$ cat config.mk
export PLATFORM = sky130hd
export DESIGN_NAME = channel_power_control_status
export DESIGN_NICKNAME = d
export VERILOG_FILES = /design/src/logic/chpwr_pkg.sv /design/src/logic/channel_power_control_status.sv
export VERILOG_INCLUDE_DIRS = /design/src /design/src/logic
export SDC_FILE = /design/constraint.sdc
export NUM_CORES = 1
export LEC_CHECK = 0
export BUFFER_PORTS_ARGS = -buffer_cell sky130_fd_sc_hd__buf_2
export CORE_ASPECT_RATIO = 0.9
export CORE_UTILIZATION = 26
export DETAILED_ROUTE_END_ITERATION = 12
export GPL_TIMING_DRIVEN = 0
export HOLD_SLACK_MARGIN = 0.08
export SKIP_LAST_GASP = 1
export SYNTH_ARGS = -nofsm -noshare
export SYNTH_HDL_FRONTEND = slang
export SYNTH_SLANG_ARGS = --single-unit
$ cat constraint.sdc
create_clock -name clk_sys -period 2.7 [get_ports clk_sys]
set_input_delay 0.405 -clock clk_sys [delete_from_list [all_inputs] [get_ports clk_sys]]
set_output_delay 0.405 -clock clk_sys [all_outputs]
set_load 0.02 [all_outputs]
$ cat src/logic/chpwr_regs.svh
// Purpose: Register map, field positions, reset values and timing counts
// Assumes: 100 MHz system clock
// Notes:   Included by the channel power control block
`ifndef CHPWR_REGS_SVH
`define CHPWR_REGS_SVH

// ==========================================================================
// Register offsets
`define ADDR_CHANNEL_ENABLE_BITS          8'h76
`define ADDR_DYN_CFG        8'h77
`define ADDR_POWER_CONFIG        8'h78
`define ADDR_PWR_STS        8'h79

// ==========================================================================
// Reset values
`define RST_CHANNEL_ENABLE_BITS           8'hcc
`define RST_DYN_CFG         8'h00
`define RST_POWER_CONFIG         8'h00
`define RST_APPLIED         8'h33

// ==========================================================================
// Writable bits (reserved bits masked)
`define DYN_WMASK           8'hfb
`define PWR_WMASK           8'hee

// ==========================================================================
// Field positions
`define DYN_REC_EN          7
`define DYN_REC_CNT         6
`define DYN_PLAY_EN         5
`define DYN_PLAY_CNT        4
`define DYN_SPLIT_CLK       3
`define DYN_REC_SWAP        1
`define DYN_PLAY_SWAP       0
`define PWR_REC_ON          7
`define PWR_PLAY_ON         6
`define PWR_BIAS_ON         5
`define PWR_ULTRASOUND_DETECT_ENABLE          3
`define PWR_VOICE_DETECT_ENABLE          2
`define PWR_ULTRASOUND_GENERATE_ENABLE          1

// ==========================================================================
// Timing
`define CLK_FREQ_MHZ        100
`define PWR_UP_TIME_NS      2000
`define PWR_UP_SPLIT_NS     4000
`define PWR_DOWN_TIME_NS    1000
`define RAMP_UP_CYC         ((`PWR_UP_TIME_NS * `CLK_FREQ_MHZ + 999) / 1000)
`define RAMP_UP_SPLIT_CYC   ((`PWR_UP_SPLIT_NS * `CLK_FREQ_MHZ + 999) / 1000)
`define RAMP_DOWN_CYC       ((`PWR_DOWN_TIME_NS * `CLK_FREQ_MHZ + 999) / 1000)

`endif

$ cat src/logic/chpwr_pkg.sv
// Purpose: Types for the channel power control block
// Assumes: Nothing beyond the register header
// Notes:   Channel index 0..3 are inputs 1..4, 4..7 outputs 1..4
package chpwr_pkg;

	// ======================================================================
	// Channel power state
	typedef enum logic [1:0] {
		CH_OFF,
		CH_RAMP_UP,
		CH_ON,
		CH_RAMP_DOWN
	} chan_state_t;

	typedef logic [9:0] ramp_cnt_t;

endpackage

$ cat src/logic/channel_power_control_status.sv
// Purpose: Channel power-up/down control, feature enables and power status
// Assumes: Register port driven by the control-port front end on clk_sys
// Notes:   Status bits set on completed power-up, clear as soon as power-down starts
`timescale 1ns/1ps
`include "chpwr_regs.svh"

// Overview of operation
// - Record dynamic bit low: input enable changes refused while any input is not fully off.
// - Playback dynamic bit low: output enable changes refused while any output is not fully off.
// - Record count select: dynamic changes on inputs 1-2 only, or 1-4.
// - Playback count select: dynamic changes on outputs 1-2 only, or 1-4.
// - Bit 3 selects same or split modulator and mic clocks during dynamic power.
// - Record swap bit exchanges record channels 1 and 2.
// - Playback swap bit exchanges playback channels 1 and 2.
// - Record power bit off powers down all inputs; on powers enabled inputs.
// - Playback power bit off powers down all outputs; on powers enabled outputs.
// - Microphone bias generator follows its power bit.
// - Power bit 3 enables ultrasound activity detection.
// - Power bit 2 enables voice activity detection.
// - Power bit 1 enables ultrasound generation.
// - Status bits 7..4 show inputs 1..4 powered state.
// - Status bits 3..0 show outputs 1..4 powered state.
// - Channel enable register, one bit per channel, resets to 0xcc.
module channel_power_control_status
	import chpwr_pkg::*;
(
	// Clock and reset
	input  wire logic       clk_sys,
	input  wire logic       rst_n,
	// Register port
	input  wire logic [7:0] reg_addr,
	input  wire logic       reg_wr,
	input  wire logic [7:0] reg_wdata,
	input  wire logic       reg_rd,
	output logic      [7:0] reg_rdata,
	output logic            reg_rvalid,
	// Channel power requests to analog and PDM front ends
	output logic      [3:0] in_power_req,
	output logic      [3:0] out_power_req,
	// Routing and clocking controls
	output logic            record_pair_swap,
	output logic            playback_pair_swap,
	output logic            dynamic_split_mic_clocks,
	// Feature enables
	output logic            microphone_bias_power_on,
	output logic            ultrasound_detect_enable,
	output logic            voice_detect_enable,
	output logic            ultrasound_generate_enable
);

	// ======================================================================
	// Functions
	function automatic logic change_allowed(input int idx, input logic busy,
		input logic dyn_en, input logic all_four);
		logic ok;
		ok = 1'b1;
		if (busy) begin
			ok = dyn_en && ((idx % 4) < 2 || all_four);
		end
		return ok;
	endfunction

	function automatic logic addr_hit(input logic [7:0] a, input logic [7:0] ref_a);
		return a == ref_a;
	endfunction

	// ======================================================================
	// Declarations
	logic        [7:0] channel_enable_bits_r;
	logic        [7:0] dyn_cfg_r;
	logic        [7:0] power_config_r;
	logic        [7:0] applied_r;
	logic        [7:0] req_r;
	logic        [7:0] target;
	logic        [7:0] powered;
	logic        [7:0] status;
	logic              rec_busy;
	logic              play_busy;
	chan_state_t       st_r  [8];
	ramp_cnt_t         cnt_r [8];
	logic        [7:0] reg_rdata_r;
	logic              reg_rvalid_r;

	// ======================================================================
	// Configuration registers
	always_ff @(posedge clk_sys or negedge rst_n) begin
		if (!rst_n) begin
			channel_enable_bits_r <= `RST_CHANNEL_ENABLE_BITS;
		end else if (reg_wr && addr_hit(reg_addr, `ADDR_CHANNEL_ENABLE_BITS)) begin
			channel_enable_bits_r <= reg_wdata;
		end
	end

	always_ff @(posedge clk_sys or negedge rst_n) begin
		if (!rst_n) begin
			dyn_cfg_r <= `RST_DYN_CFG;
		end else if (reg_wr && addr_hit(reg_addr, `ADDR_DYN_CFG)) begin
			dyn_cfg_r <= reg_wdata & `DYN_WMASK;
		end
	end

	always_ff @(posedge clk_sys or negedge rst_n) begin
		if (!rst_n) begin
			power_config_r <= `RST_POWER_CONFIG;
		end else if (reg_wr && addr_hit(reg_addr, `ADDR_POWER_CONFIG)) begin
			power_config_r <= reg_wdata & `PWR_WMASK;
		end
	end

	// ======================================================================
	// Direct control outputs
	assign record_pair_swap           = dyn_cfg_r[`DYN_REC_SWAP];
	assign playback_pair_swap         = dyn_cfg_r[`DYN_PLAY_SWAP];
	assign dynamic_split_mic_clocks   = dyn_cfg_r[`DYN_SPLIT_CLK];
	assign microphone_bias_power_on   = power_config_r[`PWR_BIAS_ON];
	assign ultrasound_detect_enable   = power_config_r[`PWR_ULTRASOUND_DETECT_ENABLE];
	assign voice_detect_enable        = power_config_r[`PWR_VOICE_DETECT_ENABLE];
	assign ultrasound_generate_enable = power_config_r[`PWR_ULTRASOUND_GENERATE_ENABLE];

	// ======================================================================
	// Channel activity
	always_comb begin
		for (int i = 0; i < 8; i++) begin
			powered[i] = (st_r[i] == CH_ON);
		end
	end

	always_comb begin
		rec_busy  = 1'b0;
		play_busy = 1'b0;
		for (int i = 0; i < 4; i++) begin
			rec_busy  = rec_busy  | (st_r[i] != CH_OFF);
			play_busy = play_busy | (st_r[i + 4] != CH_OFF);
		end
	end

	// ======================================================================
	// Applied enable mask: gated by dynamic power settings
	always_ff @(posedge clk_sys or negedge rst_n) begin
		if (!rst_n) begin
			applied_r <= `RST_APPLIED;
		end else begin
			for (int i = 0; i < 4; i++) begin
				if (change_allowed(i, rec_busy, dyn_cfg_r[`DYN_REC_EN],
					dyn_cfg_r[`DYN_REC_CNT])) begin
					applied_r[i] <= channel_enable_bits_r[7 - i];
				end
				if (change_allowed(i, play_busy, dyn_cfg_r[`DYN_PLAY_EN],
					dyn_cfg_r[`DYN_PLAY_CNT])) begin
					applied_r[i + 4] <= channel_enable_bits_r[3 - i];
				end
			end
		end
	end

	// Global power gates all channels of a path
	always_comb begin
		for (int i = 0; i < 4; i++) begin
			target[i]     = power_config_r[`PWR_REC_ON] & applied_r[i];
			target[i + 4] = power_config_r[`PWR_PLAY_ON] & applied_r[i + 4];
		end
	end

	// ======================================================================
	// Per-channel power sequencing
	always_ff @(posedge clk_sys or negedge rst_n) begin
		if (!rst_n) begin
			for (int i = 0; i < 8; i++) begin
				st_r[i]  <= CH_OFF;
				cnt_r[i] <= '0;
				req_r[i] <= 1'b0;
			end
		end else begin
			for (int i = 0; i < 8; i++) begin
				case (st_r[i])
					CH_OFF: begin
						if (target[i]) begin
							st_r[i]  <= CH_RAMP_UP;
							req_r[i] <= 1'b1;
							if (i < 4 && dyn_cfg_r[`DYN_SPLIT_CLK]) begin
								cnt_r[i] <= ramp_cnt_t'(`RAMP_UP_SPLIT_CYC - 1);
							end else begin
								cnt_r[i] <= ramp_cnt_t'(`RAMP_UP_CYC - 1);
							end
						end
					end
					CH_RAMP_UP: begin
						if (!target[i]) begin
							st_r[i]  <= CH_RAMP_DOWN;
							req_r[i] <= 1'b0;
							cnt_r[i] <= ramp_cnt_t'(`RAMP_DOWN_CYC - 1);
						end else if (cnt_r[i] == '0) begin
							st_r[i] <= CH_ON;
						end else begin
							cnt_r[i] <= cnt_r[i] - 1'b1;
						end
					end
					CH_ON: begin
						if (!target[i]) begin
							st_r[i]  <= CH_RAMP_DOWN;
							req_r[i] <= 1'b0;
							cnt_r[i] <= ramp_cnt_t'(`RAMP_DOWN_CYC - 1);
						end
					end
					CH_RAMP_DOWN: begin
						if (cnt_r[i] == '0) begin
							st_r[i] <= CH_OFF;
						end else begin
							cnt_r[i] <= cnt_r[i] - 1'b1;
						end
					end
					default: begin
						st_r[i]  <= CH_OFF;
						req_r[i] <= 1'b0;
					end
				endcase
			end
		end
	end

	assign in_power_req  = req_r[3:0];
	assign out_power_req = req_r[7:4];

	// ======================================================================
	// Status and read-back
	assign status = {powered[0], powered[1], powered[2], powered[3],
		powered[4], powered[5], powered[6], powered[7]};

	always_ff @(posedge clk_sys or negedge rst_n) begin
		if (!rst_n) begin
			reg_rdata_r <= 8'h00;
		end else if (reg_rd) begin
			case (reg_addr)
				`ADDR_CHANNEL_ENABLE_BITS:   reg_rdata_r <= channel_enable_bits_r;
				`ADDR_DYN_CFG: reg_rdata_r <= dyn_cfg_r;
				`ADDR_POWER_CONFIG: reg_rdata_r <= power_config_r;
				`ADDR_PWR_STS: reg_rdata_r <= status;
				default:       reg_rdata_r <= 8'h00;
			endcase
		end
	end

	always_ff @(posedge clk_sys or negedge rst_n) begin
		if (!rst_n) begin
			reg_rvalid_r <= 1'b0;
		end else begin
			reg_rvalid_r <= reg_rd;
		end
	end

	assign reg_rdata  = reg_rdata_r;
	assign reg_rvalid = reg_rvalid_r;
endmodule

==> metrics.csv, run 1 <==
stage,metric,value,unit
cts,clk_latency,420,ps
cts,cts_resized,0,
synth,yosys.area.top_type_share,0.3673,
synth,synth_edf_count,0,
power,pwr-share-clk,0.201,
cts,cts_made_buffers,17,
synth,ys_seq_area_frac,0.3904,
timing,min_period,2425,ps
timing,period_share,0.8980,
grt,track_usage,0.1373,
timing,slew_violations,0,
routing,vias_per_cell,5.296,
floorplanning,core_area,34270,um^2
timing,clock_skew,11.10,ps
grt,grt_max_degree,97,
routing,met2_wirelength,10990,um
synth,synthTopCellsByArea,"dfrtp_1, ha_1, mux2_2, a21oi_1, nor2_1",
worst_setup_path,crit_fanout,5,
status,status,"complete, no violations",
synth,synth-async-reset-ratio,1.000,
worst_setup_path,worstSetupPathType,reg2reg,
placement,dp.cells,1482,
synth,syn_inst,977,
final_layout,final_util,0.3085,
routing,drt_iter0_drc,587,
timing,hold_viol,0,
grt,antenna_found_initial,2,
worst_setup_path,setup.worst_path.end_class,flop,
routing,routed_wirelength,24180,um
power,p_seq_frac,0.294,
worst_setup_path,reg2reg_depth,7,
placement,dp_hpwl,17630,um
routing,drt_drc_violations_left,0,
power,p_comb_frac,0.505,
final_layout,area_delta_synth_final,15.83,%
synth,ys_seq_elements,142,
power,p_per_area,1153,nW/um^2
final_layout,drive_gt1_frac,0.1605,
power,irDropWorstVdd,444.5,uV
routing,top_layer,met5,
synth,synth_top_flop_cell,dfrtp_1,
final_layout,final_cell_mix,"dfrtp_1, nor2_1, a21oi_1",
synth,synth.lib_cells_used.distinct,87,
floorplanning,die_x,199.5,um
routing,num_vias,8028,
hold_path,whs_path_depth,1,
floorplanning,io_pins,44,
floorplanning,placementRows,64,
timing,relSlewSlack,0.3509,
grt,grt_pass1_vias,7550,
synth,yosys.area.top_type,dfrtp_1,
synth,ys_warn_count,0,
timing,finalSetupViolCount,0,
synth,syn_avg_cell_area,9.344,um^2
power,p_int,6.839,mW
cts,clkTransAtPathRegs,60,ps
floorplanning,die_h,179.8,um
cts,tritoncts,built,
routing,drt_pass1_iterations,5,
timing,fin_ws,275.5,ps
placement,preCtsSetupSlack,306.9,ps
power,p_switching,5.353,mW
hold_path,hold_class,in2reg,
timing,worst_pin_slew,964.7,ps
timing,rsz0062_at_grt,false,
synth,syn_area,9129,um^2
cts,htree_levels,4,
final_layout,nNetsFinal,1108,
cts,cts_buffer_depth,2,
timing,max_clock_freq,412.5,MHz
routing,drt.antenna.violating_nets,0,
worst_setup_path,cp.required,3000,ps
routing,met3WireLength,1192,um
placement,globalplace.congestion,0.8617,
power,switching_share,0.4391,
grt,overflow,0,
worst_setup_path,worstSetupStartpointType,flop,
grt,grt_pass1_wl,39530,um
job,cap_violations,0,
worst_setup_path,critPathArrivalTime,2720,ps
power,p_leak,4.424,nW
cts,cts_sinks,142,
cts,cts_root_buf,clkbuf_16,
final_layout,final_common_cell,dfrtp_1,
synth,synthesis.nets,1045,
routing,wl_per_cell,15.95,um
floorplanning,start_util,0.2664,
final_layout,stdcell_count,1516,
floorplanning,floorplan.die_area,35860,um^2
routing,wl_met1,11640,um
timing,final.setup.tns,0,ps
placement,io_buffer_count,42,
==> state kept, by name, summed over array words and instances, names as in the netlist <==
register and count:
applied_r 8, channel_enable_bits_r 8, cnt_r 80, dyn_cfg_r 7, power_config_r 6, reg_rdata 8
reg_rvalid 1, req_r 8, st_r 16
==> through the flow <==
| stage | instance area, um^2 | hold slack [ps] | power, mW |
|---|---|---|---|
| 2_1_floorplan | 9129 | 109.4 | 8.157 |
| 3_3_place_gp | 9917 | 489.5 | 9.560 |
| 3_5_place_dp | 9951 | 393.5 | 9.697 |
| 4_1_cts | 10570 | 90.25 | 12.20 |
| 5_1_grt | 10570 | 93.57 | 13.24 |
| 6_report | 10570 | 109.0 | 12.19 |
==> what timing repair did <==
| item | in CTS | in global routing |
|---|---|---|
| hold endpoints to repair | 46 | 0 |
| endpoints found under the setup margin | 0 | 0 |
| setup buffers | 0 | 0 |
| hold buffers | 1 | 0 |
==> worst max-delay path, stage by stage (launching register included) <==
cell and delay (ps):
dfrtp_1 420, inv_1 120, ha_1 220, a21boi_0 520, or2_0 180, clkbuf_1 220, mux2_2 360, a221o_1 260
==> power groups by stage <==
stage | registers [mW] | logic [mW] | clock network [mW]
after global routing | 3.70 | 6.93 | 2.60
final | 3.58 | 6.16 | 2.45
after detailed placement | 3.60 | 6.10 | 0
after global placement | 3.58 | 5.98 | 0
after floorplan | 3.48 | 4.68 | 0
after CTS | 3.57 | 6.12 | 2.50
==> per-layer routing <==
| layer | vias up | GRT usage |
|---|---|---|
| met5 | - | 0 |
| met4 | 2 | 0.03664 |
| met3 | 25 | 0.02889 |
| met2 | 194 | 0.2118 |
| met1 | 3916 | 0.1926 |
| li1 | 3891 | - |
==> synthesized netlist by cell type, types with 30 or more instances <==
master	number
dfrtp_1	134
nor2_1	81
a21oi_1	63
inv_1	62
nand2_1	55
o21ai_0	55
ha_1	48
mux2_2	42
a31oi_1	32
nor3_1	30
==> cells by family (layout without fill, tap and decap cells) <==
family | Yosys count | in the layout | synth area share
compound gates | 334 | 334 | 0.2590
other cells | 0 | 1 | 0
xor+xnor | 1 | 1 | 0.0009596
mux | 48 | 48 | 0.05839
fa+ha+maj | 48 | 48 | 0.06579
simple gates | 311 | 311 | 0.1856
buf+inv | 93 | 169 | 0.03988
flops | 142 | 142 | 0.3904
==> area by class of cell <==
class | count | area [um^2]
Tap cell | 462 | 578.1
Antenna cell | 1 | 2.502
Sequential cell | 142 | 3563
Clock inverter | 10 | 136.4
Multi-Input combinational cell | 742 | 5201
Clock buffer | 22 | 474.2
Inverter | 62 | 232.7
Fill cell | 3619 | 23700
Timing Repair Buffer | 44 | 254.0
Buffer | 31 | 131.4
==> final timing paths <==
path / from / to / slack [ps]
setup / recovery: st_r[13] / cnt_r[62] / 280
hold / removal: reg_rd / reg_rvalid / 110
setup reg to reg: st_r[13] / cnt_r[62] / 280
hold reg to reg: cnt_r[29] / cnt_r[29] / 510
max in group asynchronous: rst_n / channel_enable_bits_r[7] / 1330
min in group asynchronous: rst_n / cnt_r[6] / 500
(Power assumes the default switching activity.)
==> run 2: changes to the inputs <==
--- a/config.mk
+++ b/config.mk
@@ -6,13 +6,16 @@
 export SDC_FILE = /design/constraint.sdc
 export NUM_CORES = 1
 export LEC_CHECK = 0
+export ABC_CLOCK_PERIOD_IN_PS = 2700
 export BUFFER_PORTS_ARGS = -buffer_cell sky130_fd_sc_hd__buf_2
 export CORE_ASPECT_RATIO = 0.9
-export CORE_UTILIZATION = 26
+export CORE_UTILIZATION = 60
 export DETAILED_ROUTE_END_ITERATION = 12
 export GPL_TIMING_DRIVEN = 0
 export HOLD_SLACK_MARGIN = 0.08
+export PLACE_DENSITY = 0.78
 export SKIP_LAST_GASP = 1
+export SLEW_MARGIN = 20
 export SYNTH_ARGS = -nofsm -noshare
 export SYNTH_HDL_FRONTEND = slang
 export SYNTH_SLANG_ARGS = --single-unit
==> metrics.csv, run 2 (synthesized netlist as in run 1, its figures left out) <==
stage,metric,value,unit,change
grt,grt_max_degree,84,,was 97
placement,preCtsSetupSlack,314.1,ps,was 306.9 ps
power,switching_share,0.4341,,was 0.4391
cts,cts_root_buf,clkbuf_16,,unchanged
routing,drt.antenna.violating_nets,0,,unchanged
cts,clk_latency,430,ps,was 420 ps
timing,hold_viol,0,,unchanged
worst_setup_path,crit_fanout,8,,was 5
job,cap_violations,0,,unchanged
routing,vias_per_cell,6.566,,was 5.296
final_layout,drive_gt1_frac,0.1595,,was 0.1605
worst_setup_path,critPathArrivalTime,2770,ps,was 2720 ps
final_layout,largest_reg_flops,80,,unchanged
worst_setup_path,crit_family,simple AND/OR/NAND/NOR gates,,was compound AO/OA/AOI/OAI gates
timing,clock_skew,9.067,ps,was 11.10 ps
cts,postCtsSetupBuffers,0,,unchanged
final_layout,nNetsFinal,1108,,unchanged
floorplanning,io_pins,44,,unchanged
hold_path,hold_class,in2reg,,unchanged
floorplanning,start_util,0.6182,,was 0.2664
routing,wl_per_cell,17.85,um,was 15.95 um
final_layout,final_cell_mix,"dfrtp_1, nor2_1, a21oi_1",,unchanged
worst_setup_path,worstSetupPathType,reg2reg,,unchanged
hold_path,hold_path.startpoint,reg_rd,,unchanged
timing,min_period,2455,ps,was 2425 ps
cts,cts_resized,0,,unchanged
power,p_int,6.946,mW,was 6.839 mW
worst_setup_path,reg2reg_depth,6,,was 7
worst_setup_path,worstSetupStartpointType,flop,,unchanged
cts,cts_made_buffers,17,,unchanged
timing,fin_ws,245.2,ps,was 275.5 ps
worst_setup_path,crit_chain,"inv_1, ha_1, nor3b_2, nand3_1, a21oi_1, mux2_2",,"was inv_1, ha_1, a21boi_0, or2_0, clkbuf_1, mux2_2, a221o_1"
timing,max_clock_freq,407.4,MHz,was 412.5 MHz
cts,hold_buffers,1,,unchanged
worst_setup_path,setup.worst_path.end_class,flop,,unchanged
grt,antenna_found_initial,2,,unchanged
cts,cts_sinks,142,,unchanged
cts,tritoncts,built,,unchanged
worst_setup_path,r2r-start,cnt_r[20],,was st_r[13]
routing,drt_drc_violations_left,0,,unchanged
hold_path,whs_path_depth,1,,unchanged
power,fin_total_pwr,12.27,mW,was 12.19 mW
power,p_leak,4.433,nW,was 4.424 nW
grt,track_usage,0.2970,,was 0.1373
floorplanning,core_area,14770,um^2,was 34270 um^2
routing,routed_wirelength,22370,um,was 24180 um
cts,clkTransAtPathRegs,60,ps,about the same
power,irDropWorstVdd,611.0,uV,was 444.5 uV
routing,drt_iter0_drc,713,,was 587
grt,grt_pass1_wl,37700,um,was 39530 um
worst_setup_path,crit_path_top_delay_cell,nor3b_2,,was a21boi_0
power,p_comb_frac,0.502,,was 0.505
worst_setup_path,ff2ff_setup_slack,250,ps,was 280 ps
timing,finalSetupViolCount,0,,unchanged
placement,globalplace.congestion,0.9178,,was 0.8617
timing,worst_pin_slew,958.8,ps,was 964.7 ps
final_layout,design_area,10270,um^2,was 10570 um^2
final_layout,final_common_cell,dfrtp_1,,unchanged
routing,drt_pass1_iterations,5,,unchanged
timing,rsz0062_at_grt,false,,unchanged
floorplanning,die_h,119.0,um,was 179.8 um
timing,relSlewSlack,0.3549,,was 0.3509
final_layout,area_delta_synth_final,12.49,%,was 15.83%
power,pwr-share-clk,0.207,,was 0.201
grt,overflow,0,,unchanged
worst_setup_path,slowest_delay,470,ps,was 520 ps
final_layout,reg_top3,"cnt_r: 80 flops, st_r: 16 flops",,unchanged
power,p_per_area,1195,nW/um^2,was 1153 nW/um^2
grt,grt_pass1_vias,7654,,was 7550
hold_path,min_to,reg_rvalid,,unchanged
power,p_switching,5.329,mW,was 5.353 mW
placement,dpl-instance-area,9624,um^2,was 9951 um^2
cts,htree_levels,4,,unchanged
worst_setup_path,crit_buf_inv,1,,was 2
power,p_seq_frac,0.291,,was 0.294
placement,dp_hpwl,15750,um,was 17630 um
worst_setup_path,worstReg2RegEnd,st_r[5],,was cnt_r[62]
timing,period_share,0.9092,,was 0.8980
floorplanning,floorplan.die_area,15710,um^2,was 35860 um^2
floorplanning,die_x,132.0,um,was 199.5 um
timing,slew_violations,0,,unchanged
routing,num_vias,8227,,was 8028
status,status,"complete, no violations",,unchanged
final_layout,largest_register,cnt_r,,unchanged
worst_setup_path,cp.required,3010,ps,was 3000 ps
cts,cts_buffer_depth,2,,unchanged
final_layout,n_fill_cell,1111,,was 3619
floorplanning,placementRows,42,,was 64
final_layout,final_util,0.6954,,was 0.3085
placement,io_buffer_count,42,,unchanged
## run 2: worst max path at each step
| stage | from | to | slack, ps | cells after the start |
|---|---|---|---|---|
| after floorplan | st_r[12] | cnt_r[62] | 640 | 7 |
| after global placement | rst_n | cnt_r[13] | -800 | 1 |
| after detailed placement | st_r[12] | cnt_r[62] | 310 | 7 |
| after CTS | cnt_r[20] | st_r[5] | 270 | 6 |
| after global routing | cnt_r[20] | st_r[5] | 60 | 6 |
| final | cnt_r[20] | st_r[5] | 250 | 6 |
## run 2: layer usage
layer	GRT usage	share of wire	wire length [um]	vias to the layer above
li1	-	-	-	3882
met1	0.4289	0.47	10410	3976
met2	0.4487	0.45	10050	328
met3	0.05364	0.066	1481	41
met4	0.1032	0.019	429	0
met5	0	0	0	-
## run 2: layout make-up
type                    count  area [um^2]  share of cell area
multi-input cells         742         5201              0.5065
flip-flops and latches    142         3563              0.3470
clock buffers              20        436.7             0.04252
repair buffers             44        257.7             0.02510
well taps                 198        247.7             0.02413
inverters                  62        232.7             0.02266
clock inverters            12        192.7             0.01876
plain buffers              31        131.4             0.01279
diodes                      2        5.005           0.0004874
## run 2: power groups by stage
stage          clock (mW)  combinational, mW  sequential, mW
6_report             2.54               6.16            3.57
5_1_grt              2.67               6.89            3.67
3_5_place_dp            0               6.03            3.57
2_1_floorplan           0               4.68            3.48
3_3_place_gp            0               5.89            3.55
4_1_cts              2.57               6.09            3.55
## run 2: per-stage QoR
step,cells,TNS [ps],hold slack (ps)
final,1253,0,105.1
after global routing,1253,0,99.14
after CTS,1251,0,97.18
after detailed placement,1218,0,378.9
after global placement,1217,-104250,484.1
after floorplan,977,0,109.4
==> run 3: changes to the inputs <==
--- a/config.mk
+++ b/config.mk
@@ -9,11 +9,11 @@
 export ABC_CLOCK_PERIOD_IN_PS = 2700
 export BUFFER_PORTS_ARGS = -buffer_cell sky130_fd_sc_hd__buf_2
 export CORE_ASPECT_RATIO = 0.9
-export CORE_UTILIZATION = 60
+export CORE_UTILIZATION = 63
 export DETAILED_ROUTE_END_ITERATION = 12
 export GPL_TIMING_DRIVEN = 0
 export HOLD_SLACK_MARGIN = 0.08
-export PLACE_DENSITY = 0.78
+export PLACE_DENSITY = 0.82
 export SKIP_LAST_GASP = 1
 export SLEW_MARGIN = 20
 export SYNTH_ARGS = -nofsm -noshare
==> metrics.csv, run 3 (synthesized netlist as in run 1, its figures left out) <==
stage,metric,value,unit,change
routing,routed_wirelength,22570,um,was 22370 um
cts,tritoncts,built,,unchanged
timing,min_period,2533,ps,was 2455 ps
cts,cts_made_buffers,17,,unchanged
worst_setup_path,crit_chain,"inv_1, ha_1, a21boi_0, or2_0, clkbuf_1, mux2_2, a221o_1",,"was inv_1, ha_1, nor3b_2, nand3_1, a21oi_1, mux2_2"
routing,drt_pass1_iterations,5,,unchanged
floorplanning,die_x,128.9,um,was 132.0 um
hold_path,min_to,reg_rvalid,,unchanged
cts,clk_latency,430,ps,about the same
power,p_leak,4.438,nW,was 4.433 nW
routing,drt.antenna.violating_nets,0,,unchanged
final_layout,final_cell_mix,"dfrtp_1, nor2_1, a21oi_1",,unchanged
timing,period_share,0.9380,,was 0.9092
final_layout,nNetsFinal,1108,,unchanged
cts,postCtsSetupBuffers,0,,unchanged
grt,antenna_found_initial,1,,was 2
power,p_per_area,1206,nW/um^2,was 1195 nW/um^2
timing,fin_ws,167.3,ps,was 245.2 ps
routing,vias_per_cell,6.654,,was 6.566
worst_setup_path,worstSetupPathType,reg2reg,,unchanged
worst_setup_path,crit_fanout,5,,was 8
placement,globalplace.congestion,0.9130,,was 0.9178
floorplanning,io_pins,44,,unchanged
worst_setup_path,setup.worst_path.end_class,flop,,unchanged
grt,track_usage,0.3160,,was 0.2970
floorplanning,core_area,14110,um^2,was 14770 um^2
worst_setup_path,ff2ff_setup_slack,170,ps,was 250 ps
timing,worst_pin_slew,979.8,ps,was 958.8 ps
final_layout,final_common_cell,dfrtp_1,,unchanged
final_layout,largest_reg_flops,80,,unchanged
floorplanning,placementRows,41,,was 42
worst_setup_path,cp.required,3010,ps,about the same
grt,grt_max_degree,76,,was 84
grt,overflow,0,,unchanged
timing,finalSetupViolCount,0,,unchanged
worst_setup_path,crit_buf_inv,2,,was 1
routing,drt_iter0_drc,888,,was 713
timing,rsz0062_at_grt,false,,unchanged
final_layout,area_delta_synth_final,12.66,%,was 12.49%
floorplanning,start_util,0.6471,,was 0.6182
worst_setup_path,crit_path_top_delay_cell,a21boi_0,,was nor3b_2
hold_path,whs_path_depth,1,,unchanged
power,irDropWorstVdd,604.5,uV,was 611.0 uV
cts,cts_root_buf,clkbuf_16,,unchanged
worst_setup_path,critPathArrivalTime,2840,ps,was 2770 ps
cts,clkTransAtPathRegs,60,ps,about the same
final_layout,drive_gt1_frac,0.1624,,was 0.1595
status,status,"complete, no violations",,unchanged
final_layout,largest_register,cnt_r,,unchanged
floorplanning,die_h,116.2,um,was 119.0 um
routing,wl_per_cell,18.10,um,was 17.85 um
worst_setup_path,reg2reg_depth,7,,was 6
timing,max_clock_freq,394.8,MHz,was 407.4 MHz
timing,hold_ws,103.1,ps,was 105.1 ps
grt,grt_pass1_vias,7441,,was 7654
final_layout,n_fill_cell,1033,,was 1111
worst_setup_path,worstSetupStartpointType,flop,,unchanged
placement,io_buffer_count,42,,unchanged
worst_setup_path,crit_family,compound AO/OA/AOI/OAI gates,,was simple AND/OR/NAND/NOR gates
cts,htree_levels,4,,unchanged
timing,relSlewSlack,0.3454,,was 0.3549
cts,cts_buffer_depth,2,,unchanged
cts,cts_sinks,142,,unchanged
floorplanning,floorplan.die_area,14980,um^2,was 15710 um^2
hold_path,hold_class,in2reg,,unchanged
timing,slew_violations,0,,unchanged
worst_setup_path,r2r-start,st_r[12],,was cnt_r[20]
timing,hold_viol,0,,unchanged
placement,preCtsSetupSlack,249.7,ps,was 314.1 ps
routing,num_vias,8297,,was 8227
hold_path,hold_path.startpoint,reg_rd,,unchanged
placement,dp_hpwl,15750,um,about the same
job,cap_violations,0,,unchanged
routing,drt_drc_violations_left,0,,unchanged
worst_setup_path,slowest_delay,530,ps,was 470 ps
final_layout,reg_top3,"cnt_r: 80 flops, st_r: 16 flops",,unchanged
worst_setup_path,worstReg2RegEnd,cnt_r[62],,was st_r[5]
timing,clock_skew,8.311,ps,was 9.067 ps
final_layout,final_util,0.7290,,was 0.6954
grt,grt_pass1_wl,37100,um,was 37700 um
run 3: layer usage:
layer / GRT usage / vias to the layer above / part of all wire / wire [um]
li1: - / 3908 / - / -
met1: 0.4628 / 3983 / 0.46 / 10460
met2: 0.4714 / 375 / 0.44 / 9956
met3: 0.07146 / 31 / 0.082 / 1850
met4: 0.08706 / 0 / 0.014 / 312
met5: 0 / - / 0 / 0
run 3: worst reg2reg max path: stages (launching register included):
cell and delay, ps:
dfrtp_1 430, inv_1 130, ha_1 250, a21boi_0 530, or2_0 180, clkbuf_1 250
mux2_2 380, a221o_1 260
run 3: final cells by class:
type                       count  area (um^2)  share of cell area
buffer                        31        131.4             0.01277
clock inverter                14        215.2             0.02092
tap                          193        241.5             0.02348
sequential                   142         3563              0.3465
inverter                      62        232.7             0.02263
timing repair buffer          44        257.7             0.02506
antenna                        1        2.502           0.0002433
multi-input combinational    742         5201              0.5057
clock buffer                  18        439.2             0.04270
run 3: repair_timing:
item                                   4_1_cts  5_1_grt
gates resized for setup                      0        0
hold buffers                                 1        0
endpoints found under the hold margin       72        0
run 3: worst max-delay path by stage:
stage / cells after the start / endpoint / start
2_1_floorplan: 7 / cnt_r[62] / st_r[12]
3_3_place_gp: 1 / cnt_r[23] / rst_n
3_5_place_dp: 7 / cnt_r[62] / st_r[12]
4_1_cts: 7 / cnt_r[62] / st_r[12]
5_1_grt: 7 / cnt_r[62] / st_r[13]
6_report: 7 / cnt_r[62] / st_r[12]
run 3: report_power, final:
group,total [mW],leakage (nW),switching [mW],internal (mW)
combinational,6.21,2.36,3.71,2.50
sequential,3.57,1.78,0.751,2.81
clock,2.64,0.305,0.972,1.66
run 3: through the flow:
stage                     setup TNS [ps]  area, um^2  instances  power [mW]
after CTS                              0       10280       1246       12.30
after global routing                   0       10280       1247       13.35
after global placement           -104480        9580       1212       9.419
after floorplan                        0        9129        977       8.157
after detailed placement               0        9618       1213       9.597
final                                  0       10280       1247       12.41
